--- config.mk ---
export PLATFORM = sky130hd
export DESIGN_NAME = ssm_top
export DESIGN_NICKNAME = d
export VERILOG_FILES = /design/src/ssm_pkg.sv /design/src/ssm_mode_dec.sv /design/src/ssm_top.sv
export SDC_FILE = /design/constraint.sdc
export NUM_CORES = 1
export LEC_CHECK = 0
export BUFFER_PORTS_ARGS = -buffer_cell sky130_fd_sc_hd__buf_2
export CAP_MARGIN = 20
export CELL_PAD_IN_SITES_DETAIL_PLACEMENT = 0
export CELL_PAD_IN_SITES_GLOBAL_PLACEMENT = 1
export CORE_MARGIN = 4
export CORE_UTILIZATION = 37
export CTS_BUF_LIST = sky130_fd_sc_hd__clkbuf_4 sky130_fd_sc_hd__clkbuf_8
export DETAILED_ROUTE_END_ITERATION = 16
export PLACE_DENSITY_LB_ADDON = 0.05
export SLEW_MARGIN = 20
export SYNTH_ARGS = -nofsm -noshare
export SYNTH_HDL_FRONTEND = slang
export SYNTH_SLANG_ARGS = --single-unit
export TNS_END_PERCENT = 30
--- constraint.sdc ---
create_clock -name pclk -period 4.7 [get_ports pclk]
set_input_delay 0.94 -clock pclk [delete_from_list [all_inputs] [get_ports pclk]]
set_output_delay 0.94 -clock pclk [all_outputs]
set_load 0.01 [all_outputs]
--- src/ssm_pkg.sv ---
// Constants and types shared by the stop mode selector
package ssm_pkg;

  // ******************************************************************
  // Register map (byte addresses)
  // ******************************************************************
  localparam logic [7:0] CTRL_OFS = 8'h00;
  localparam logic [7:0] STAT_OFS = 8'h04;
  localparam logic [7:0] IST_OFS  = 8'h08;
  localparam logic [7:0] IMSK_OFS = 8'h0c;

  // ******************************************************************
  // Field positions and reset values
  // ******************************************************************
  localparam int CTRL_W    = 5;
  localparam int CB_ALLOW  = 0;  // sleep_allow
  localparam int CB_LVEN   = 1;  // lowvolt_detect_enable
  localparam int CB_LVSLP  = 2;  // lowvolt_detect_in_sleep
  localparam int CB_PDSEL  = 3;  // partial_power_down_select
  localparam int CB_LVDRST = 4;  // Detector trip gives reset, not irq
  localparam logic [CTRL_W-1:0] CTRL_RST = 5'h00;

  localparam int IRQ_W   = 4;
  localparam int IB_STOP = 0;  // Stop mode entered
  localparam int IB_WAKE = 1;  // Woken by an interrupt
  localparam int IB_ILL  = 2;  // Illegal-opcode reset issued
  localparam int IB_LVD  = 3;  // Low-voltage warning
  localparam logic [IRQ_W-1:0] IRQ_RST = 4'h0;

  localparam int SB_ST   = 0;  // Two bits of state
  localparam int SB_REG  = 2;
  localparam int SB_DCLK = 3;
  localparam int SB_ADC  = 4;
  localparam int SB_CMP  = 5;

  // ******************************************************************
  // Wake sources
  // ******************************************************************
  localparam int WAKE_N = 6;
  localparam int WS_RTC = 0;
  localparam int WS_LVD = 1;
  localparam int WS_ACM = 2;
  localparam int WS_ADC = 3;
  localparam int WS_SCI = 4;
  localparam int WS_PIN = 5;

  typedef enum logic [1:0] {ST_RUN, ST_RET, ST_PDN} ssm_state_e;
  typedef enum logic [2:0] {
    MD_ILLEGAL, MD_RET_DBG, MD_RET_REG, MD_RET, MD_PDN
  } ssm_mode_e;

endpackage

--- src/ssm_mode_dec.sv ---
// Stop mode decoder from the control bits
`timescale 1ns/1ns
module ssm_mode_dec (
  input  wire logic           sleep_allow,
  input  wire logic           debug_mode_enable,
  input  wire logic           lowvolt_detect_enable,
  input  wire logic           lowvolt_detect_in_sleep,
  input  wire logic           partial_power_down_select,
  output ssm_pkg::ssm_mode_e  mode
);

  // Priority follows the selection table top to bottom
  always_comb begin
    if (!sleep_allow) begin
      mode = ssm_pkg::MD_ILLEGAL;
    end else if (debug_mode_enable) begin
      mode = ssm_pkg::MD_RET_DBG;
    end else if (lowvolt_detect_enable && lowvolt_detect_in_sleep) begin
      mode = ssm_pkg::MD_RET_REG;
    end else if (partial_power_down_select) begin
      mode = ssm_pkg::MD_PDN;
    end else begin
      mode = ssm_pkg::MD_RET;
    end
  end

endmodule

--- src/ssm_top.sv ---
// Stop mode selector with APB registers and wake handling
//
// Decided for this implementation: the APB slave port and the placing of the registers.
`timescale 1ns/1ns
module ssm_top (
  input  wire logic        pclk,
  input  wire logic        presetn,
  input  wire logic        psel,
  input  wire logic        penable,
  input  wire logic        pwrite,
  input  wire logic [7:0]  paddr,
  input  wire logic [31:0] pwdata,
  output logic      [31:0] prdata,
  output logic             pready,
  output logic             pslverr,
  input  wire logic        stop_exec,
  input  wire logic        reset_pin_n,
  input  wire logic [5:0]  wake_irq,
  input  wire logic        lvd_trip,
  input  wire logic        dbg_wr,
  input  wire logic        dbg_wdata,
  output logic             dbg_rdata,
  output logic             illegal_op_reset,
  output logic             full_reset_req,
  output logic             lvd_reset,
  output logic             wake_vec_valid,
  output logic      [2:0]  wake_vec_src,
  output logic             stop_clocks,
  output logic             state_hold,
  output logic             power_down,
  output logic             regulator_active,
  output logic             dbg_clk_keep,
  output logic             dbg_entry_allow,
  output logic             adc_stop_allow,
  output logic             cmp_bg_allow,
  output logic             irq
);

  // ******************************************************************
  // Declarations
  // ******************************************************************
  ssm_pkg::ssm_state_e             st_reg;
  ssm_pkg::ssm_mode_e              mode;
  logic [ssm_pkg::CTRL_W-1:0]      ctrl_reg;
  logic [ssm_pkg::IRQ_W-1:0]       ist_reg;
  logic [ssm_pkg::IRQ_W-1:0]       imsk_reg;
  logic [ssm_pkg::IRQ_W-1:0]       ist_set;
  logic                            dbg_en_reg;
  logic                            ent_lvd_reg;
  logic                            ent_lven_reg;
  logic                            ent_dbg_reg;
  logic                            wr_en;
  logic                            setup;
  logic                            hit;
  logic [31:0]                     rdata;
  logic                            stop_go;
  logic                            lvd_act;
  logic                            lvd_irq_ev;
  logic [ssm_pkg::WAKE_N-1:0]      wake_all;
  logic [2:0]                      wsrc;
  logic                            in_stop;

  // ******************************************************************
  // Mode decode
  // ******************************************************************
  ssm_mode_dec u_dec (
    .sleep_allow               (ctrl_reg[ssm_pkg::CB_ALLOW]),
    .debug_mode_enable         (dbg_en_reg),
    .lowvolt_detect_enable     (ctrl_reg[ssm_pkg::CB_LVEN]),
    .lowvolt_detect_in_sleep   (ctrl_reg[ssm_pkg::CB_LVSLP]),
    .partial_power_down_select (ctrl_reg[ssm_pkg::CB_PDSEL]),
    .mode                      (mode)
  );

  // Stop is only honoured in run; a stop pulse elsewhere is ignored
  assign stop_go = stop_exec && (st_reg == ssm_pkg::ST_RUN);
  assign in_stop = (st_reg != ssm_pkg::ST_RUN);

  // Detector works in run when enabled, in stop only with in-sleep set
  assign lvd_act = ctrl_reg[ssm_pkg::CB_LVEN]
                   && (!in_stop || ent_lvd_reg);
  assign lvd_irq_ev = lvd_trip && lvd_act && !ctrl_reg[ssm_pkg::CB_LVDRST];
  assign wake_all = wake_irq | (6'(lvd_irq_ev) << ssm_pkg::WS_LVD);

  // Lowest numbered source wins when several wake together
  always_comb begin
    wsrc = 3'h0;
    for (int i = ssm_pkg::WAKE_N - 1; i >= 0; i--) begin
      if (wake_all[i]) begin
        wsrc = 3'(i);
      end
    end
  end

  // ******************************************************************
  // State sequencing
  // ******************************************************************
  // Reset pin has priority over interrupts on exit
  always_ff @(posedge pclk or negedge presetn) begin
    if (!presetn) begin
      st_reg <= ssm_pkg::ST_RUN;
    end else begin
      unique case (st_reg)
        ssm_pkg::ST_RUN: begin
          if (stop_go) begin
            unique case (mode)
              ssm_pkg::MD_ILLEGAL: st_reg <= ssm_pkg::ST_RUN;
              ssm_pkg::MD_PDN:     st_reg <= ssm_pkg::ST_PDN;
              default:             st_reg <= ssm_pkg::ST_RET;
            endcase
          end
        end
        ssm_pkg::ST_RET, ssm_pkg::ST_PDN: begin
          if (!reset_pin_n || (|wake_all)) begin
            st_reg <= ssm_pkg::ST_RUN;
          end
        end
        default: st_reg <= ssm_pkg::ST_RUN;
      endcase
    end
  end

  // Entry snapshot; stays fixed for the whole stop period
  always_ff @(posedge pclk or negedge presetn) begin
    if (!presetn) begin
      ent_lvd_reg  <= 1'b0;
      ent_lven_reg <= 1'b0;
      ent_dbg_reg  <= 1'b0;
    end else if (stop_go) begin
      ent_lvd_reg  <= ctrl_reg[ssm_pkg::CB_LVEN] && ctrl_reg[ssm_pkg::CB_LVSLP];
      ent_lven_reg <= ctrl_reg[ssm_pkg::CB_LVEN];
      ent_dbg_reg  <= dbg_en_reg;
    end
  end

  // Exit and fault pulses, one cycle each
  always_ff @(posedge pclk or negedge presetn) begin
    if (!presetn) begin
      illegal_op_reset <= 1'b0;
      full_reset_req   <= 1'b0;
      wake_vec_valid   <= 1'b0;
      wake_vec_src     <= 3'h0;
      lvd_reset        <= 1'b0;
    end else begin
      illegal_op_reset <= stop_go && (mode == ssm_pkg::MD_ILLEGAL);
      // Power-down loses state, so any exit from it is a full reset
      full_reset_req   <= in_stop && (!reset_pin_n
                          || ((st_reg == ssm_pkg::ST_PDN) && (|wake_all)));
      wake_vec_valid   <= (st_reg == ssm_pkg::ST_RET) && reset_pin_n
                          && (|wake_all);
      wake_vec_src     <= wsrc;
      lvd_reset        <= lvd_trip && lvd_act
                          && ctrl_reg[ssm_pkg::CB_LVDRST];
    end
  end

  // ******************************************************************
  // Power and clock controls, one cycle behind the state
  // ******************************************************************
  // Registered for glitch-free control of analog and clock gates
  always_ff @(posedge pclk or negedge presetn) begin
    if (!presetn) begin
      stop_clocks      <= 1'b0;
      state_hold       <= 1'b0;
      power_down       <= 1'b0;
      regulator_active <= 1'b1;
      dbg_clk_keep     <= 1'b1;
      adc_stop_allow   <= 1'b0;
      cmp_bg_allow     <= 1'b0;
    end else begin
      stop_clocks      <= in_stop;
      state_hold       <= (st_reg == ssm_pkg::ST_RET);
      power_down       <= (st_reg == ssm_pkg::ST_PDN);
      regulator_active <= !in_stop || ent_lvd_reg || ent_dbg_reg;
      dbg_clk_keep     <= !in_stop || ent_dbg_reg;
      adc_stop_allow   <= (st_reg == ssm_pkg::ST_RET) && ent_lven_reg;
      cmp_bg_allow     <= (st_reg == ssm_pkg::ST_RET) && ent_lven_reg;
    end
  end

  // ******************************************************************
  // Debug-only control bit
  // ******************************************************************
  // Written only from the debug command port, never from APB
  always_ff @(posedge pclk or negedge presetn) begin
    if (!presetn) begin
      dbg_en_reg      <= 1'b0;
      dbg_rdata       <= 1'b0;
      dbg_entry_allow <= 1'b0;
    end else begin
      if (dbg_wr) begin
        dbg_en_reg <= dbg_wdata;
      end
      dbg_rdata       <= dbg_en_reg;
      dbg_entry_allow <= dbg_en_reg && !in_stop;
    end
  end

  // ******************************************************************
  // APB slave
  // ******************************************************************
  assign setup = psel && !penable;
  assign wr_en = psel && penable && pwrite && pready;
  assign hit   = (paddr == ssm_pkg::CTRL_OFS) || (paddr == ssm_pkg::STAT_OFS)
                 || (paddr == ssm_pkg::IST_OFS) || (paddr == ssm_pkg::IMSK_OFS);

  // Read mux; unmapped addresses read zero
  always_comb begin
    rdata = 32'h0000_0000;
    unique case (paddr)
      ssm_pkg::CTRL_OFS: rdata[ssm_pkg::CTRL_W-1:0] = ctrl_reg;
      ssm_pkg::STAT_OFS: begin
        rdata[ssm_pkg::SB_ST +: 2]  = st_reg;
        rdata[ssm_pkg::SB_REG]      = regulator_active;
        rdata[ssm_pkg::SB_DCLK]     = dbg_clk_keep;
        rdata[ssm_pkg::SB_ADC]      = adc_stop_allow;
        rdata[ssm_pkg::SB_CMP]      = cmp_bg_allow;
      end
      ssm_pkg::IST_OFS:  rdata[ssm_pkg::IRQ_W-1:0] = ist_reg;
      ssm_pkg::IMSK_OFS: rdata[ssm_pkg::IRQ_W-1:0] = imsk_reg;
      default:           rdata = 32'h0000_0000;
    endcase
  end

  // One wait-free access phase: ready rises the cycle after setup
  always_ff @(posedge pclk or negedge presetn) begin
    if (!presetn) begin
      pready  <= 1'b0;
      pslverr <= 1'b0;
      prdata  <= 32'h0000_0000;
    end else begin
      pready  <= setup;
      pslverr <= setup && !hit;
      prdata  <= (setup && !pwrite) ? rdata : 32'h0000_0000;
    end
  end

  // Control and mask registers
  always_ff @(posedge pclk or negedge presetn) begin
    if (!presetn) begin
      ctrl_reg <= ssm_pkg::CTRL_RST;
      imsk_reg <= ssm_pkg::IRQ_RST;
    end else if (wr_en) begin
      if (paddr == ssm_pkg::CTRL_OFS) begin
        ctrl_reg <= pwdata[ssm_pkg::CTRL_W-1:0];
      end
      if (paddr == ssm_pkg::IMSK_OFS) begin
        imsk_reg <= pwdata[ssm_pkg::IRQ_W-1:0];
      end
    end
  end

  // ******************************************************************
  // Interrupt status
  // ******************************************************************
  always_comb begin
    ist_set = '0;
    ist_set[ssm_pkg::IB_STOP] = stop_go && (mode != ssm_pkg::MD_ILLEGAL);
    ist_set[ssm_pkg::IB_WAKE] = (st_reg == ssm_pkg::ST_RET) && reset_pin_n
                                && (|wake_all);
    ist_set[ssm_pkg::IB_ILL]  = stop_go && (mode == ssm_pkg::MD_ILLEGAL);
    ist_set[ssm_pkg::IB_LVD]  = lvd_irq_ev;
  end

  // Write one to clear; a new event in the same cycle wins
  always_ff @(posedge pclk or negedge presetn) begin
    if (!presetn) begin
      ist_reg <= ssm_pkg::IRQ_RST;
    end else if (wr_en && (paddr == ssm_pkg::IST_OFS)) begin
      ist_reg <= (ist_reg & ~pwdata[ssm_pkg::IRQ_W-1:0]) | ist_set;
    end else begin
      ist_reg <= ist_reg | ist_set;
    end
  end

  // Level interrupt, registered from the next status value
  always_ff @(posedge pclk or negedge presetn) begin
    if (!presetn) begin
      irq <= 1'b0;
    end else begin
      irq <= |((ist_reg | ist_set) & imsk_reg
               & ~((wr_en && (paddr == ssm_pkg::IST_OFS))
                   ? (pwdata[ssm_pkg::IRQ_W-1:0] & ~ist_set) : 4'h0));
    end
  end
endmodule

==> impl_metrics.env <==
export IMPL_status="finished clean"
export IMPL_syn_inst=180
export IMPL_worst_pin_slew_ns=0.926
export IMPL_totalWireLength_um=4360
export IMPL_vdd_drop_max_v=0.000146
export IMPL_yosys_warnings=0
export IMPL_port_buffers=53
export IMPL_synth_area_top_cells="dfrtp_1 50%, buf_4 10%, mux2_2 5.4%"
export IMPL_ys_seq_elements=43
export IMPL_ant_nets=0
export IMPL_leakagePower_uw=0.00122
export IMPL_die_y_um=82.8
export IMPL_ctsResizeCount=0
export IMPL_grt_pass1_wl_um=7200
export IMPL_pwr_share_clk_pct=34.5
export IMPL_cts_setup_buffers=0
export IMPL_final_common_cell="buf_2"
export IMPL_viasPerCell=4.71
export IMPL_largest_reg_flops=6
export IMPL_rows=26
export IMPL_cap_viol_max_count=0
export IMPL_hold_class="reg2reg"
export IMPL_ys_types=39
export IMPL_share_comb_of_total_power_pct=9.3
export IMPL_p_int_uw=508
export IMPL_crit_path_end_kind="register"
export IMPL_clock_sinks=43
export IMPL_start_kind="register"
export IMPL_drc=0
export IMPL_grt_pass1_vias=1462
export IMPL_area_growth_pct=14.9
export IMPL_min_period_ns=2.26
export IMPL_clk_latency_ns=0.29
export IMPL_slew_violations=0
export IMPL_power_switching_share_pct=24.9
export IMPL_die_w_um=82.8
export IMPL_nets=294
export IMPL_path_max_fanout=9
export IMPL_routabilityCongestion=0.786
export IMPL_setup_violations=0
export IMPL_place_hpwl_um=3460
export IMPL_max_freq_ghz=0.442
export IMPL_clockBufferDepth=2
export IMPL_layout_drive_gt1_share_pct=36.9
export IMPL_p_seq_share_pct=56.2
export IMPL_final_cell_mix="53 x buf_2, 41 x dfrtp_1, 26 x conb_1"
export IMPL_fin_area_um2=2380
export IMPL_synth_area_per_cell_um2=11.5
export IMPL_grt_overflow=0
export IMPL_tritoncts="built"
export IMPL_via_count=1442
export IMPL_cts_hold_fix_buffers=0
export IMPL_crit_type="reg2reg"
export IMPL_clock_skew_ns=0.00413
export IMPL_cp_required_ns=4.89
export IMPL_synth_area_um2=2070
export IMPL_antennaDiodeCount=0
export IMPL_dpl_cell_area_um2=2290
export IMPL_antenna_found_initial=0
export IMPL_rsz0062_at_grt="no"
export IMPL_fin_tns_setup_ns=0
export IMPL_ios=107
export IMPL_synth_top_cell_area_share_pct=49.5
export IMPL_hold_violations=0
export IMPL_cts_root_buffer="clkbuf_8"
export IMPL_dr_first_iter_drc_count=40
export IMPL_gr_usage_all_layers_pct=13.2
export IMPL_dr_pass1_iters=4
export IMPL_reg2reg_slack_ns=2.44
export IMPL_ys_seq_area_share_pct=52.1
export IMPL_grt_max_degree=44
export IMPL_p_switching_uw=168
export IMPL_cts_buffers=5
export IMPL_wire_per_inst_um=14.2
export IMPL_core_area_um2=5270
export IMPL_clkSlewWorstSetupHoldPaths_ns=0.08
export IMPL_relSlewSlack_pct=38.3
export IMPL_start_util_pct=39.3
export IMPL_die_area_um2=6860
export IMPL_p_per_area_nw_per_um2=284
export IMPL_htree_levels=2
export IMPL_crit_arrival_ns=2.45
export IMPL_yosysTopAreaCell="dfrtp_1"
export IMPL_finalCritPeriodShare_pct=48.2
## layer usage
layer  track usage, %  part of all wire (%)  vias up
met1             15.2                    40      702
li1                 -                     -      675
met5                0                     0        -
met2             22.4                    50       59
met3             3.86                   7.8        6
met4             5.79                   1.9        0
## metrics by stage
| stage | setup slack (ns) | total power, µW | utilization (%) | cells | hold slack, ns |
|---|---|---|---|---|---|
| after global routing | 2.28 | 713 | 45.2 | 306 | 0.410 |
| after floorplan | 2.47 | 435 | - | 205 | 0.354 |
| after detailed placement | 2.13 | 451 | 43.5 | 298 | 0.362 |
| final | 2.44 | 677 | 45.2 | 306 | 0.381 |
| after global placement | 2.16 | 450 | 43.5 | 298 | 0.359 |
| after CTS | 2.42 | 689 | 45.2 | 306 | 0.382 |
## area by class of cell
| type | count | area [µm²] |
|---|---|---|
| fillers | 537 | 2890 |
| flip-flops and latches | 43 | 1080 |
| multi-input cells | 122 | 822 |
| repair buffers | 53 | 265 |
| well taps | 70 | 87.6 |
| clock buffers | 6 | 76.3 |
| inverters | 10 | 37.5 |
| clock inverters | 2 | 12.5 |
## synth_stat cells
cell type  count
dfrtp_1       41
buf_4         28
nand2_1       18
nor2_1        11
inv_1         10
mux2_2        10
o21ai_0        8
nor2b_1        5
mux4_2         4
nand3_1        4
a21oi_1        3
ha_1           3
nand2b_1       3
nor4_4         3
a31oi_1        2
dfstp_2        2
nor3_1         2
nor4_1         2
a2111o_1       1
a211oi_1       1
a32oi_1        1
and2_1         1
and4_1         1
and4_4         1
buf_2          1
buf_6          1
conb_1         1
mux2i_1        1
nand2_2        1
nand4_1        1
nor2_2         1
o211ai_2       1
o21ai_1        1
o2bb2ai_2      1
o311ai_1       1
o31ai_1        1
or2_2          1
or3_1          1
or3_2          1
## power groups by stage
stage,clock [µW],sequential (µW),combinational (µW)
after floorplan,0,390,45.2
after global placement,0,387,62.4
after detailed placement,0,388,63.5
after CTS,244,380,63.7
after global routing,261,382,70.5
final,234,380,63.0
## final timing paths
check                      cells after the start               to  startpoint
max                                            7        st_reg[1]   st_reg[0]
min                                            0        dbg_rdata  dbg_en_reg
max reg2reg                                    7        st_reg[1]   st_reg[0]
min reg2reg                                    0        dbg_rdata  dbg_en_reg
max in group asynchronous                      1           pready     presetn
min in group asynchronous                      1  wake_vec_src[2]     presetn
## critical path, stage by stage (launching register included)
cell      delay (ns)
dfrtp_1         0.41
inv_1           0.11
ha_1            0.36
o211ai_2        0.18
nor2_2          0.32
nor4_4          0.11
a32oi_1         0.30
mux2_2          0.37
## kinds of logic after synthesis
family / Yosys count / share of synthesized area [%]
simple gates: 57 / 16.0
flops: 43 / 52.1
mux: 15 / 10.3
fa+ha+maj: 3 / 1.81
other cells: 1 / 0.181
compound gates: 21 / 6.95
buf+inv: 40 / 12.7
(Power assumes the default switching activity.)
